==> src/fsp_sequencer.sv <==
// Flash self-program sequencer: constants package and top module
// Summary of operation
// Low table read/write reaches word bits 15..0, word or byte mode.
// High table read/write reaches word bits 23..16, word or byte mode; a byte-mode high write at an odd address writes no lane.
// Program address is table page low byte joined to effective address.
// Rows hold 32 instructions; erase and program act on one whole row.
// Panels hold 128 rows; software moves the table pointer per panel.
// Each panel has 32 write latches, filled ascending from instruction zero.
// Software loads latch words from one 32-aligned instruction group only.
// Table writes take two cycles and only touch the write latches.
// One program cycle commits exactly one row of latched data.
// Low address register captures effective address bits 15..0; selects row.
// High address register captures effective address bits 23..16.
// Software may write both address registers directly as the target.
// Key register is write-only; 0x55 then 0xAA must precede a start.
// Write-start bit 15 launches the operation; hardware clears it when done.
// Operations last nominally 2 ms with the processor stalled throughout.
// Erase setup: multi-word erase op with write enable, address, keys, start.
// Program setup: fill latches, program op with write enable, keys, start.
// A full row load takes 32 low and 32 high table writes.
// Software masks interrupts below 7 for five instructions around unlock.
// Software follows the write-start with two no-operation instructions.
// Start ignored unless the last two key writes were the pair in order.
// Start with write enable clear launches nothing and leaves flash alone.
package fsp_pkg;
  localparam logic [15:0] ADR_CTRL = 16'h0970;
  localparam logic [15:0] ADR_LOW = 16'h0762;
  localparam logic [15:0] ADR_HIGH = 16'h0764;
  localparam logic [15:0] ADR_KEY = 16'h0766;
  localparam int CTRL_WR_BIT = 15;
  localparam int CTRL_WE_BIT = 14;
  localparam int CTRL_ERR_BIT = 13;
  localparam int OP_W = 7;
  localparam logic [6:0] OP_ERASE_ROW = 7'h41;
  localparam logic [6:0] OP_PROG_ROW = 7'h01;
  localparam logic [15:0] CTRL_RESET = 16'h0000;
  localparam logic [15:0] ADR_RESET = 16'h0000;
  localparam logic [7:0] KEY_FIRST = 8'h55;
  localparam logic [7:0] KEY_SECOND = 8'haa;
  localparam int ROW_WORDS = 32;
  localparam int IDX_W = 5;
  localparam int ROW_LSB = 6;
  localparam int PANEL_ROWS = 128;
  localparam int CLK_MHZ = 40;
  localparam int OP_TIME_US = 2000;
  localparam int OP_CYCLES = OP_TIME_US * CLK_MHZ;
  localparam int TMR_W = 20;
  typedef enum logic [3:0] {
    ST_IDLE = 4'h1,
    ST_ERASE = 4'h2,
    ST_PROG = 4'h4,
    ST_WAIT = 4'h8
  } fsp_state_t;
  typedef enum logic [2:0] {
    KEY_IDLE = 3'h1,
    KEY_HALF = 3'h2,
    KEY_ARMED = 3'h4
  } fsp_key_t;
  // Byte lanes of a latch word touched by one table write
  function automatic logic [2:0] lane_mask(input logic high, input logic byte_mode, input logic odd);
    if (high) begin
      lane_mask = (byte_mode && odd) ? 3'h0 : 3'h4;
    end else if (byte_mode) begin
      lane_mask = odd ? 3'h2 : 3'h1;
    end else begin
      lane_mask = 3'h3;
    end
  endfunction : lane_mask
endpackage : fsp_pkg

`timescale 1ns/1ps
module fsp_sequencer #(
  parameter int unsigned OP_CYCLES = fsp_pkg::OP_CYCLES
) (
  // Clock and reset
  input wire logic clk_i,
  input wire logic rst_i,
  // Table instruction port
  input wire logic tbl_valid_i,
  input wire logic tbl_write_i,
  input wire logic tbl_high_i,
  input wire logic tbl_byte_i,
  input wire logic [15:0] tbl_eff_addr_i,
  input wire logic [7:0] tbl_page_i,
  input wire logic [15:0] tbl_wdata_i,
  output logic [15:0] tbl_rdata_o,
  output logic tbl_done_o,
  // Register port
  input wire logic sfr_wr_i,
  input wire logic sfr_rd_i,
  input wire logic [15:0] sfr_addr_i,
  input wire logic [15:0] sfr_wdata_i,
  output logic [15:0] sfr_rdata_o,
  // Flash array
  output logic flash_rd_o,
  output logic [23:0] flash_raddr_o,
  input wire logic [23:0] flash_rdata_i,
  output logic flash_erase_o,
  output logic flash_wr_o,
  output logic [23:0] flash_waddr_o,
  output logic [23:0] flash_wdata_o,
  // Processor
  output logic cpu_stall_o
);
  fsp_pkg::fsp_state_t state_reg;
  fsp_pkg::fsp_key_t key_reg;
  logic [15:0] adr_low_reg;
  logic [7:0] adr_high_reg;
  logic wr_reg, wr_enable_reg, err_reg;
  logic [6:0] op_reg;
  logic [fsp_pkg::TMR_W-1:0] tmr_reg;
  logic [fsp_pkg::IDX_W-1:0] idx_reg;
  logic [23:0] row_reg;
  logic rd_pend_reg, rd_high_reg, rd_byte_reg, rd_odd_reg, rd_done_reg, wr_done_reg;
  logic busy, tbl_take, lat_we;
  logic [2:0] lat_mask;
  logic [23:0] lat_wdata;
  logic ctrl_wr, key_wr, start_ok, start, op_bad, op_done;

  assign busy = (state_reg != fsp_pkg::ST_IDLE);
  assign cpu_stall_o = busy;
  // Reads in flight block a new request so the answer cannot be overtaken
  assign tbl_take = tbl_valid_i && !busy && !rd_pend_reg && !flash_rd_o;
  assign lat_we = tbl_take && tbl_write_i;
  assign lat_mask = fsp_pkg::lane_mask(tbl_high_i, tbl_byte_i, tbl_eff_addr_i[0]);
  assign lat_wdata = tbl_high_i ? {tbl_wdata_i[7:0], 16'h0000} :
                     (tbl_byte_i ? {8'h00, tbl_wdata_i[7:0], tbl_wdata_i[7:0]} : {8'h00, tbl_wdata_i});
  assign ctrl_wr = sfr_wr_i && !busy && (sfr_addr_i == fsp_pkg::ADR_CTRL);
  assign key_wr = sfr_wr_i && !busy && (sfr_addr_i == fsp_pkg::ADR_KEY);
  assign start_ok = ctrl_wr && sfr_wdata_i[fsp_pkg::CTRL_WR_BIT] && (key_reg == fsp_pkg::KEY_ARMED)
                    && sfr_wdata_i[fsp_pkg::CTRL_WE_BIT];
  assign start = start_ok && (sfr_wdata_i[6:0] == fsp_pkg::OP_ERASE_ROW ||
                              sfr_wdata_i[6:0] == fsp_pkg::OP_PROG_ROW);
  assign op_bad = start_ok && !start;
  assign op_done = (state_reg == fsp_pkg::ST_WAIT) && (tmr_reg == '0);

  // Write latches; every table write lands here and never in the array
  fsp_latch_mem u_latch (
    .clk_i(clk_i),
    .rst_i(rst_i),
    .wr_en_i(lat_we),
    .wr_idx_i(tbl_eff_addr_i[5:1]),
    .wr_mask_i(lat_mask),
    .wr_data_i(lat_wdata),
    .rd_idx_i(idx_reg),
    .rd_data_o(flash_wdata_o)
  );

  // Unlock key tracking
  always_ff @(posedge clk_i or posedge rst_i) begin
    if (rst_i) begin
      key_reg <= fsp_pkg::KEY_IDLE;
    end else if (key_wr) begin
      if (sfr_wdata_i[7:0] == fsp_pkg::KEY_FIRST) begin
        key_reg <= fsp_pkg::KEY_HALF;
      end else if (sfr_wdata_i[7:0] == fsp_pkg::KEY_SECOND && key_reg == fsp_pkg::KEY_HALF) begin
        key_reg <= fsp_pkg::KEY_ARMED;
      end else begin
        key_reg <= fsp_pkg::KEY_IDLE;
      end
    end else if (sfr_wr_i) begin
      // Any other register write breaks the consecutive pair
      key_reg <= fsp_pkg::KEY_IDLE;
    end
  end

  // Control register
  always_ff @(posedge clk_i or posedge rst_i) begin
    if (rst_i) begin
      wr_reg <= fsp_pkg::CTRL_RESET[fsp_pkg::CTRL_WR_BIT];
      wr_enable_reg <= fsp_pkg::CTRL_RESET[fsp_pkg::CTRL_WE_BIT];
      err_reg <= fsp_pkg::CTRL_RESET[fsp_pkg::CTRL_ERR_BIT];
      op_reg <= fsp_pkg::CTRL_RESET[6:0];
    end else begin
      if (ctrl_wr) begin
        wr_enable_reg <= sfr_wdata_i[fsp_pkg::CTRL_WE_BIT];
        op_reg <= sfr_wdata_i[6:0];
      end
      if (start) begin
        wr_reg <= 1'b1;
      end else if (op_done) begin
        wr_reg <= 1'b0;
      end
      // Hardware set beats a software clear in the same cycle
      if (op_bad) begin
        err_reg <= 1'b1;
      end else if (ctrl_wr) begin
        err_reg <= sfr_wdata_i[fsp_pkg::CTRL_ERR_BIT];
      end
    end
  end

  // Address capture registers
  always_ff @(posedge clk_i or posedge rst_i) begin
    if (rst_i) begin
      adr_low_reg <= fsp_pkg::ADR_RESET;
      adr_high_reg <= fsp_pkg::ADR_RESET[7:0];
    end else if (sfr_wr_i && !busy && sfr_addr_i == fsp_pkg::ADR_LOW) begin
      adr_low_reg <= sfr_wdata_i;
    end else if (sfr_wr_i && !busy && sfr_addr_i == fsp_pkg::ADR_HIGH) begin
      adr_high_reg <= sfr_wdata_i[7:0];
    end else if (tbl_take) begin
      adr_low_reg <= tbl_eff_addr_i;
      adr_high_reg <= tbl_page_i;
    end
  end

  // Register read data; key reads as zero
  always_ff @(posedge clk_i or posedge rst_i) begin
    if (rst_i) begin
      sfr_rdata_o <= 16'h0000;
    end else if (sfr_rd_i) begin
      unique case (sfr_addr_i)
        fsp_pkg::ADR_CTRL: sfr_rdata_o <= {wr_reg, wr_enable_reg, err_reg, 6'h00, op_reg};
        fsp_pkg::ADR_LOW: sfr_rdata_o <= adr_low_reg;
        fsp_pkg::ADR_HIGH: sfr_rdata_o <= {8'h00, adr_high_reg};
        default: sfr_rdata_o <= 16'h0000;
      endcase
    end
  end

  // Table read path: address out one cycle after take, strobe one later, answer one after that
  always_ff @(posedge clk_i or posedge rst_i) begin
    if (rst_i) begin
      rd_pend_reg <= 1'b0;
      rd_high_reg <= 1'b0;
      rd_byte_reg <= 1'b0;
      rd_odd_reg <= 1'b0;
      flash_rd_o <= 1'b0;
      flash_raddr_o <= 24'h000000;
      rd_done_reg <= 1'b0;
      wr_done_reg <= 1'b0;
      tbl_rdata_o <= 16'h0000;
    end else begin
      rd_pend_reg <= tbl_take && !tbl_write_i;
      flash_rd_o <= rd_pend_reg;
      rd_done_reg <= flash_rd_o;
      wr_done_reg <= lat_we;
      if (tbl_take) begin
        rd_high_reg <= tbl_high_i;
        rd_byte_reg <= tbl_byte_i;
        rd_odd_reg <= tbl_eff_addr_i[0];
        flash_raddr_o <= {tbl_page_i, tbl_eff_addr_i};
      end
      if (flash_rd_o) begin
        if (rd_high_reg) begin
          tbl_rdata_o <= {8'h00, flash_rdata_i[23:16]};
        end else if (rd_byte_reg && rd_odd_reg) begin
          tbl_rdata_o <= {8'h00, flash_rdata_i[15:8]};
        end else if (rd_byte_reg) begin
          tbl_rdata_o <= {8'h00, flash_rdata_i[7:0]};
        end else begin
          tbl_rdata_o <= flash_rdata_i[15:0];
        end
      end
    end
  end
  assign tbl_done_o = rd_done_reg || wr_done_reg;

  // Operation sequencer
  always_ff @(posedge clk_i or posedge rst_i) begin
    if (rst_i) begin
      state_reg <= fsp_pkg::ST_IDLE;
      tmr_reg <= '0;
      idx_reg <= '0;
      row_reg <= 24'h000000;
    end else begin
      unique case (state_reg)
        fsp_pkg::ST_IDLE: begin
          idx_reg <= '0;
          if (start) begin
            // Row is taken from the captured address, low bits dropped
            row_reg <= {adr_high_reg, adr_low_reg[15:fsp_pkg::ROW_LSB], 6'h00};
            tmr_reg <= fsp_pkg::TMR_W'(OP_CYCLES - 1);
            state_reg <= (sfr_wdata_i[6:0] == fsp_pkg::OP_ERASE_ROW) ? fsp_pkg::ST_ERASE : fsp_pkg::ST_PROG;
          end
        end
        fsp_pkg::ST_ERASE: begin
          tmr_reg <= tmr_reg - 1'b1;
          state_reg <= fsp_pkg::ST_WAIT;
        end
        fsp_pkg::ST_PROG: begin
          tmr_reg <= tmr_reg - 1'b1;
          idx_reg <= idx_reg + 1'b1;
          if (idx_reg == fsp_pkg::IDX_W'(fsp_pkg::ROW_WORDS - 1)) begin
            state_reg <= fsp_pkg::ST_WAIT;
          end
        end
        fsp_pkg::ST_WAIT: begin
          if (tmr_reg == '0) begin
            state_reg <= fsp_pkg::ST_IDLE;
          end else begin
            tmr_reg <= tmr_reg - 1'b1;
          end
        end
        default: state_reg <= fsp_pkg::ST_IDLE;
      endcase
    end
  end

  // Array strobes line up with the registered latch read data
  always_ff @(posedge clk_i or posedge rst_i) begin
    if (rst_i) begin
      flash_erase_o <= 1'b0;
      flash_wr_o <= 1'b0;
      flash_waddr_o <= 24'h000000;
    end else begin
      flash_erase_o <= (state_reg == fsp_pkg::ST_ERASE);
      flash_wr_o <= (state_reg == fsp_pkg::ST_PROG);
      if (state_reg == fsp_pkg::ST_PROG) begin
        flash_waddr_o <= {row_reg[23:fsp_pkg::ROW_LSB], idx_reg, 1'b0};
      end else if (state_reg == fsp_pkg::ST_ERASE) begin
        flash_waddr_o <= row_reg;
      end
    end
  end

  // Checking helpers
  logic [fsp_pkg::TMR_W-1:0] stall_cnt;
  logic [5:0] wr_cnt;
  always_ff @(posedge clk_i or posedge rst_i) begin
    if (rst_i) begin
      stall_cnt <= '0;
      wr_cnt <= '0;
    end else begin
      stall_cnt <= busy ? stall_cnt + 1'b1 : '0;
      wr_cnt <= busy ? wr_cnt + 6'(flash_wr_o) : '0;
    end
  end
endmodule : fsp_sequencer

==> src/fsp_latch_mem.sv <==
// Row write latch memory with byte lanes and registered read
`timescale 1ns/1ps
module fsp_latch_mem (
  // Clock and reset
  input wire logic clk_i,
  input wire logic rst_i,
  // Write side
  input wire logic wr_en_i,
  input wire logic [4:0] wr_idx_i,
  input wire logic [2:0] wr_mask_i,
  input wire logic [23:0] wr_data_i,
  // Read side
  input wire logic [4:0] rd_idx_i,
  output logic [23:0] rd_data_o
);
  // No reset on the array; software fills it before every program cycle
  logic [23:0] mem [0:31];

  always_ff @(posedge clk_i) begin
    for (int i = 0; i < 3; i++) begin
      if (wr_en_i && wr_mask_i[i]) begin
        mem[wr_idx_i][i*8 +: 8] <= wr_data_i[i*8 +: 8];
      end
    end
  end

  always_ff @(posedge clk_i or posedge rst_i) begin
    if (rst_i) begin
      rd_data_o <= 24'h000000;
    end else begin
      rd_data_o <= mem[rd_idx_i];
    end
  end
endmodule : fsp_latch_mem

==> config.mk <==
export PLATFORM = sky130hd
export DESIGN_NAME = fsp_sequencer
export DESIGN_NICKNAME = d
export VERILOG_FILES = /design/src/fsp_sequencer.sv /design/src/fsp_latch_mem.sv
export SDC_FILE = /design/constraint.sdc
export NUM_CORES = 1
export LEC_CHECK = 0
export CORE_ASPECT_RATIO = 1.5
export CORE_UTILIZATION = 40
export DETAILED_ROUTE_END_ITERATION = 10
export DONT_BUFFER_PORTS = 1
export SLEW_MARGIN = 40
export SYNTH_ARGS = -nofsm -noshare
export SYNTH_HDL_FRONTEND = slang
export SYNTH_SLANG_ARGS = --single-unit
==> constraint.sdc <==
create_clock -name clk_i -period 8.2 [get_ports clk_i]
set_clock_uncertainty 0.2 [all_clocks]
set_input_delay 0.82 -clock clk_i [delete_from_list [all_inputs] [get_ports clk_i]]
set_output_delay 0.82 -clock clk_i [all_outputs]
set_load 0.02 [all_outputs]
==> run_results.csv <==
group,metric,value,unit
drt,vias_per_cell,5.64,
setup_path,regToRegSetupSlack,4.46,ns
synthesis,syn_avg_cell_area,18.5,um2
global_route,grt_remaining_overflow,0,
layout,antenna_cells,0,
global_route,grt_pass1_wl,139000,um
clocking,clk_latency,0.68,ns
power,intPower,7.90,mW
setup_path,startpoint_type,"flip-flop",
sta,fmaxAchievable,267,MHz
sta,worst_slack,4.46,ns
synthesis,synth.ff_latch_count,963,
status,outcome,"completed",
setup_path,worstReg2RegStart,"state_reg[0]",
setup_path,r2r_cells,7,
sta,setup_viol,0,
power,sw_frac_of_total,21.0,%
synthesis,synth_top_cell_by_area,"edfxtp_1",
clocking,cts.reportedPaths.clkPinSlew,0.06,ns
layout,drive_gt1_share,26.6,%
synthesis,synth_top_area_share,60.3,%
drt,ant_nets,0,
min_path,hold_class,"in -> reg",
setup_path,rr_endpoint,"u_latch.mem[0][14]",
synthesis,syn_inst,2069,
drt,vias,19200,
sta,fin_crit_sh,45.6,%
power,leakagePower,14.1,nW
synthesis,ys_types,69,
clocking,clockBufferDepth,3,
synthesis,synth_edf_count,768,
floorplanning,fp.dieW,254,um
clocking,cts_made_buffers,87,
floorplanning,core,0.0946,mm2
synthesis,async_reset_ff_share,20.2,%
synthesis,syn_area,0.0382,mm2
layout,top_regs,"u_latch.mem x768, flash_raddr_o x24, u_latch.rd_data_o x24",
synthesis,synth_ff_type,"edfxtp_1",
drt,drc,0,
sta,slew_headroom,43.7,%
floorplanning,initial_core_util,40.4,%
synthesis,synthTopCellsByArea,"edfxtp_1, mux4_2, dfrtp_1, nand2_1, mux2_2",
layout,fin_nets,2188,
drt,wl_per_cell,27.9,um
floorplanning,fp.dieH,381,um
layout,final-instance-count-excl-fill,3412,
clocking,tritoncts,"done",
global_route,grt_start_max_net_pins,124,
min_path,holdPathStages,2,
sta,rsz0062_at_grt,"false",
global_route,antenna_found_initial,2,
power,comb_power_share,2.7,%
global_route,grt_pass1_vias,20100,
setup_path,worstSetupPathType,"reg -> reg",
sta,hold_viol,0,
sta,tightest_slew,0.841,ns
clocking,cts_sinks,963,
min_path,hp-start,"tbl_eff_addr_i[6]",
setup_path,crit_required,8.31,ns
clocking,cts_resized,0,
global_route,grt.total_usage,19.9,%
clocking,cts_root_buffer,"clkbuf_16",
power,seqPwrFrac,54.6,%
power,clkPwrFrac,42.7,%
power,power,10.0,mW
setup_path,end_kind,"flip-flop",
floorplanning,io_pins,213,
setup_path,crit_fanout,32,
placed_design,place_congestion,0.825,
clocking,h-tree-depth,3,
power,switchingPower,2.10,mW
power,vdd_drop_max,0.144,mV
job,maxCapViolations,0,
layout,largest_reg_flops,768,
synthesis,yosysWarnings,0,
sta,fin_tns_setup,0,ns
synthesis,yosysSeqAreaShare,73.1,%
placed_design,dp.cells,3247,
layout,post-route-util,45.5,%
setup_path,cp.arrival,3.84,ns
drt,wirelength,95300,um
floorplanning,rows,138,
drt,dr.pass1.iters,8,
sta,period_minus_slack,3.74,ns
placed_design,dp_slack,4.45,ns
power,power_density,232,mW/mm2
placed_design,portBuffers,0,
placed_design,dpl.hpwl,64500,um
layout,regMostFlops,"u_latch.mem",
synthesis,synth_fp_nets,2177,
floorplanning,dieArea,0.0969,mm2
sta,final_max_slew_viol_count,0,
layout,syn2layout_area_growth,12.6,%
drt,drt_iter0_markers,1940,
min_path,min_to,"flash_raddr_o[6]",
[cells by family (layout without fill, tap and decap cells)]
kind of cell	Yosys count	count (layout)	synth area share, %
compound gates	162	162	2.91
xor+xnor	1	1	0.0229
fa+ha+maj	4	4	0.131
buf+inv	157	240	1.77
flops	963	963	73.1
mux	331	331	16.7
other cells	1	1	0.00981
simple gates	450	450	5.38
[worst max-delay path: stages, from the launching register on]
cell     delay (ns)
dfstp_2        0.60
nor4b_4        0.33
inv_2          0.18
nor4b_4        0.23
buf_4          0.40
nand2_1        0.15
a211o_4        0.54
nor2_1         0.71
[metal layers]
metal | up-vias | global-route usage [%] | part of all wire, %
li1 | 8164 | - | -
met1 | 10100 | 23.5 | 37
met2 | 791 | 35.1 | 52
met3 | 158 | 3.98 | 7.0
met4 | 4 | 8.21 | 3.8
met5 | - | 0 | 0.028
[synthesized netlist by cell type (26+ instances only)]
| library cell | instances |
|---|---|
| a21oi_1 | 31 |
| buf_2 | 26 |
| clkbuf_1 | 66 |
| dfrtp_1 | 193 |
| edfxtp_1 | 768 |
| inv_1 | 35 |
| mux2_2 | 52 |
| mux2i_1 | 32 |
| mux4_2 | 240 |
| nand2_1 | 198 |
| nor2_1 | 143 |
| o21ai_0 | 44 |
[repair_timing]
action,in CTS,in global routing
setup buffers,0,0
hold endpoints to repair,128,0
hold buffers,4,0
[how the worst max path moves through the flow]
stage	startpoint	endpoint	slack (ns)	cells past startpoint
final	state_reg[0]	u_latch.mem[0][14]	4.46	7
after floorplan	rst_i	adr_high_reg[0]	1.87	1
after detailed placement	state_reg[0]	u_latch.mem[0][15]	4.45	7
after CTS	state_reg[0]	u_latch.mem[0][8]	4.43	7
after global placement	idx_reg[1]	u_latch.rd_data_o[15]	4.34	5
after global routing	state_reg[0]	u_latch.mem[0][8]	4.29	7
[per-stage QoR]
| step | hold WS, ns | cell area [um2] |
|---|---|---|
| final | 0.0622 | 43100 |
| after global routing | 0.0300 | 43100 |
| after CTS | 0.00906 | 43000 |
| after detailed placement | 0.248 | 40000 |
| after global placement | 0.233 | 39600 |
| after floorplan | 0.221 | 38200 |
[final cells by class]
type | instances | area, um2
Multi-Input combinational cell | 949 | 9870
Tap cell | 1260 | 1580
Inverter | 37 | 164
Clock inverter | 56 | 672
Fill cell | 7998 | 51500
Sequential cell | 963 | 28000
Timing Repair Buffer | 42 | 526
Clock buffer | 105 | 2310
[cells in the final DEF, fill, tap and decap left out, drive strengths merged, types with 4 or more instances in the layout]
| master | netlist | routed |
|---|---|---|
| edfxtp | 768 | 768 |
| mux4 | 240 | 240 |
| nand2 | 198 | 198 |
| dfrtp | 193 | 193 |
| nor2 | 143 | 143 |
| clkbuf | 66 | 105 |
| mux2 | 59 | 59 |
| o21ai | 55 | 55 |
| inv | 36 | 42 |
| buf | 54 | 38 |
| mux2i | 32 | 32 |
| a21oi | 31 | 31 |
| clkinv | 1 | 27 |
| nand3 | 16 | 16 |
| o22ai | 15 | 15 |
| bufinv | 0 | 14 |
| nor3 | 13 | 13 |
| a2bb2oi | 12 | 12 |
| nor2b | 12 | 12 |
| or4 | 11 | 11 |
| clkinvlp | 0 | 10 |
| and2 | 10 | 10 |
| a222oi | 7 | 7 |
| nand4 | 6 | 6 |
| or3 | 6 | 6 |
| o21bai | 6 | 6 |
| o2bb2ai | 6 | 6 |
| nor4b | 6 | 6 |
| a22o | 5 | 5 |
| nor4 | 5 | 5 |
| nand4b | 4 | 4 |
| nand2b | 4 | 4 |
| a31oi | 4 | 4 |
| ha | 4 | 4 |
| dlygate4sd3 | 0 | 4 |
| a21boi | 4 | 4 |
[power by group through the flow]
| stage | Combinational [mW] | Sequential [mW] | Clock (mW) |
|---|---|---|---|
| 6_report | 0.271 | 5.46 | 4.27 |
| 5_1_grt | 0.296 | 5.46 | 4.52 |
| 4_1_cts | 0.276 | 5.46 | 4.37 |
| 3_5_place_dp | 0.272 | 5.56 | 0 |
| 3_3_place_gp | 0.241 | 5.56 | 0 |
| 2_1_floorplan | 0.172 | 5.54 | 0 |
No activity file was read; power rests on OpenSTA's default activity.
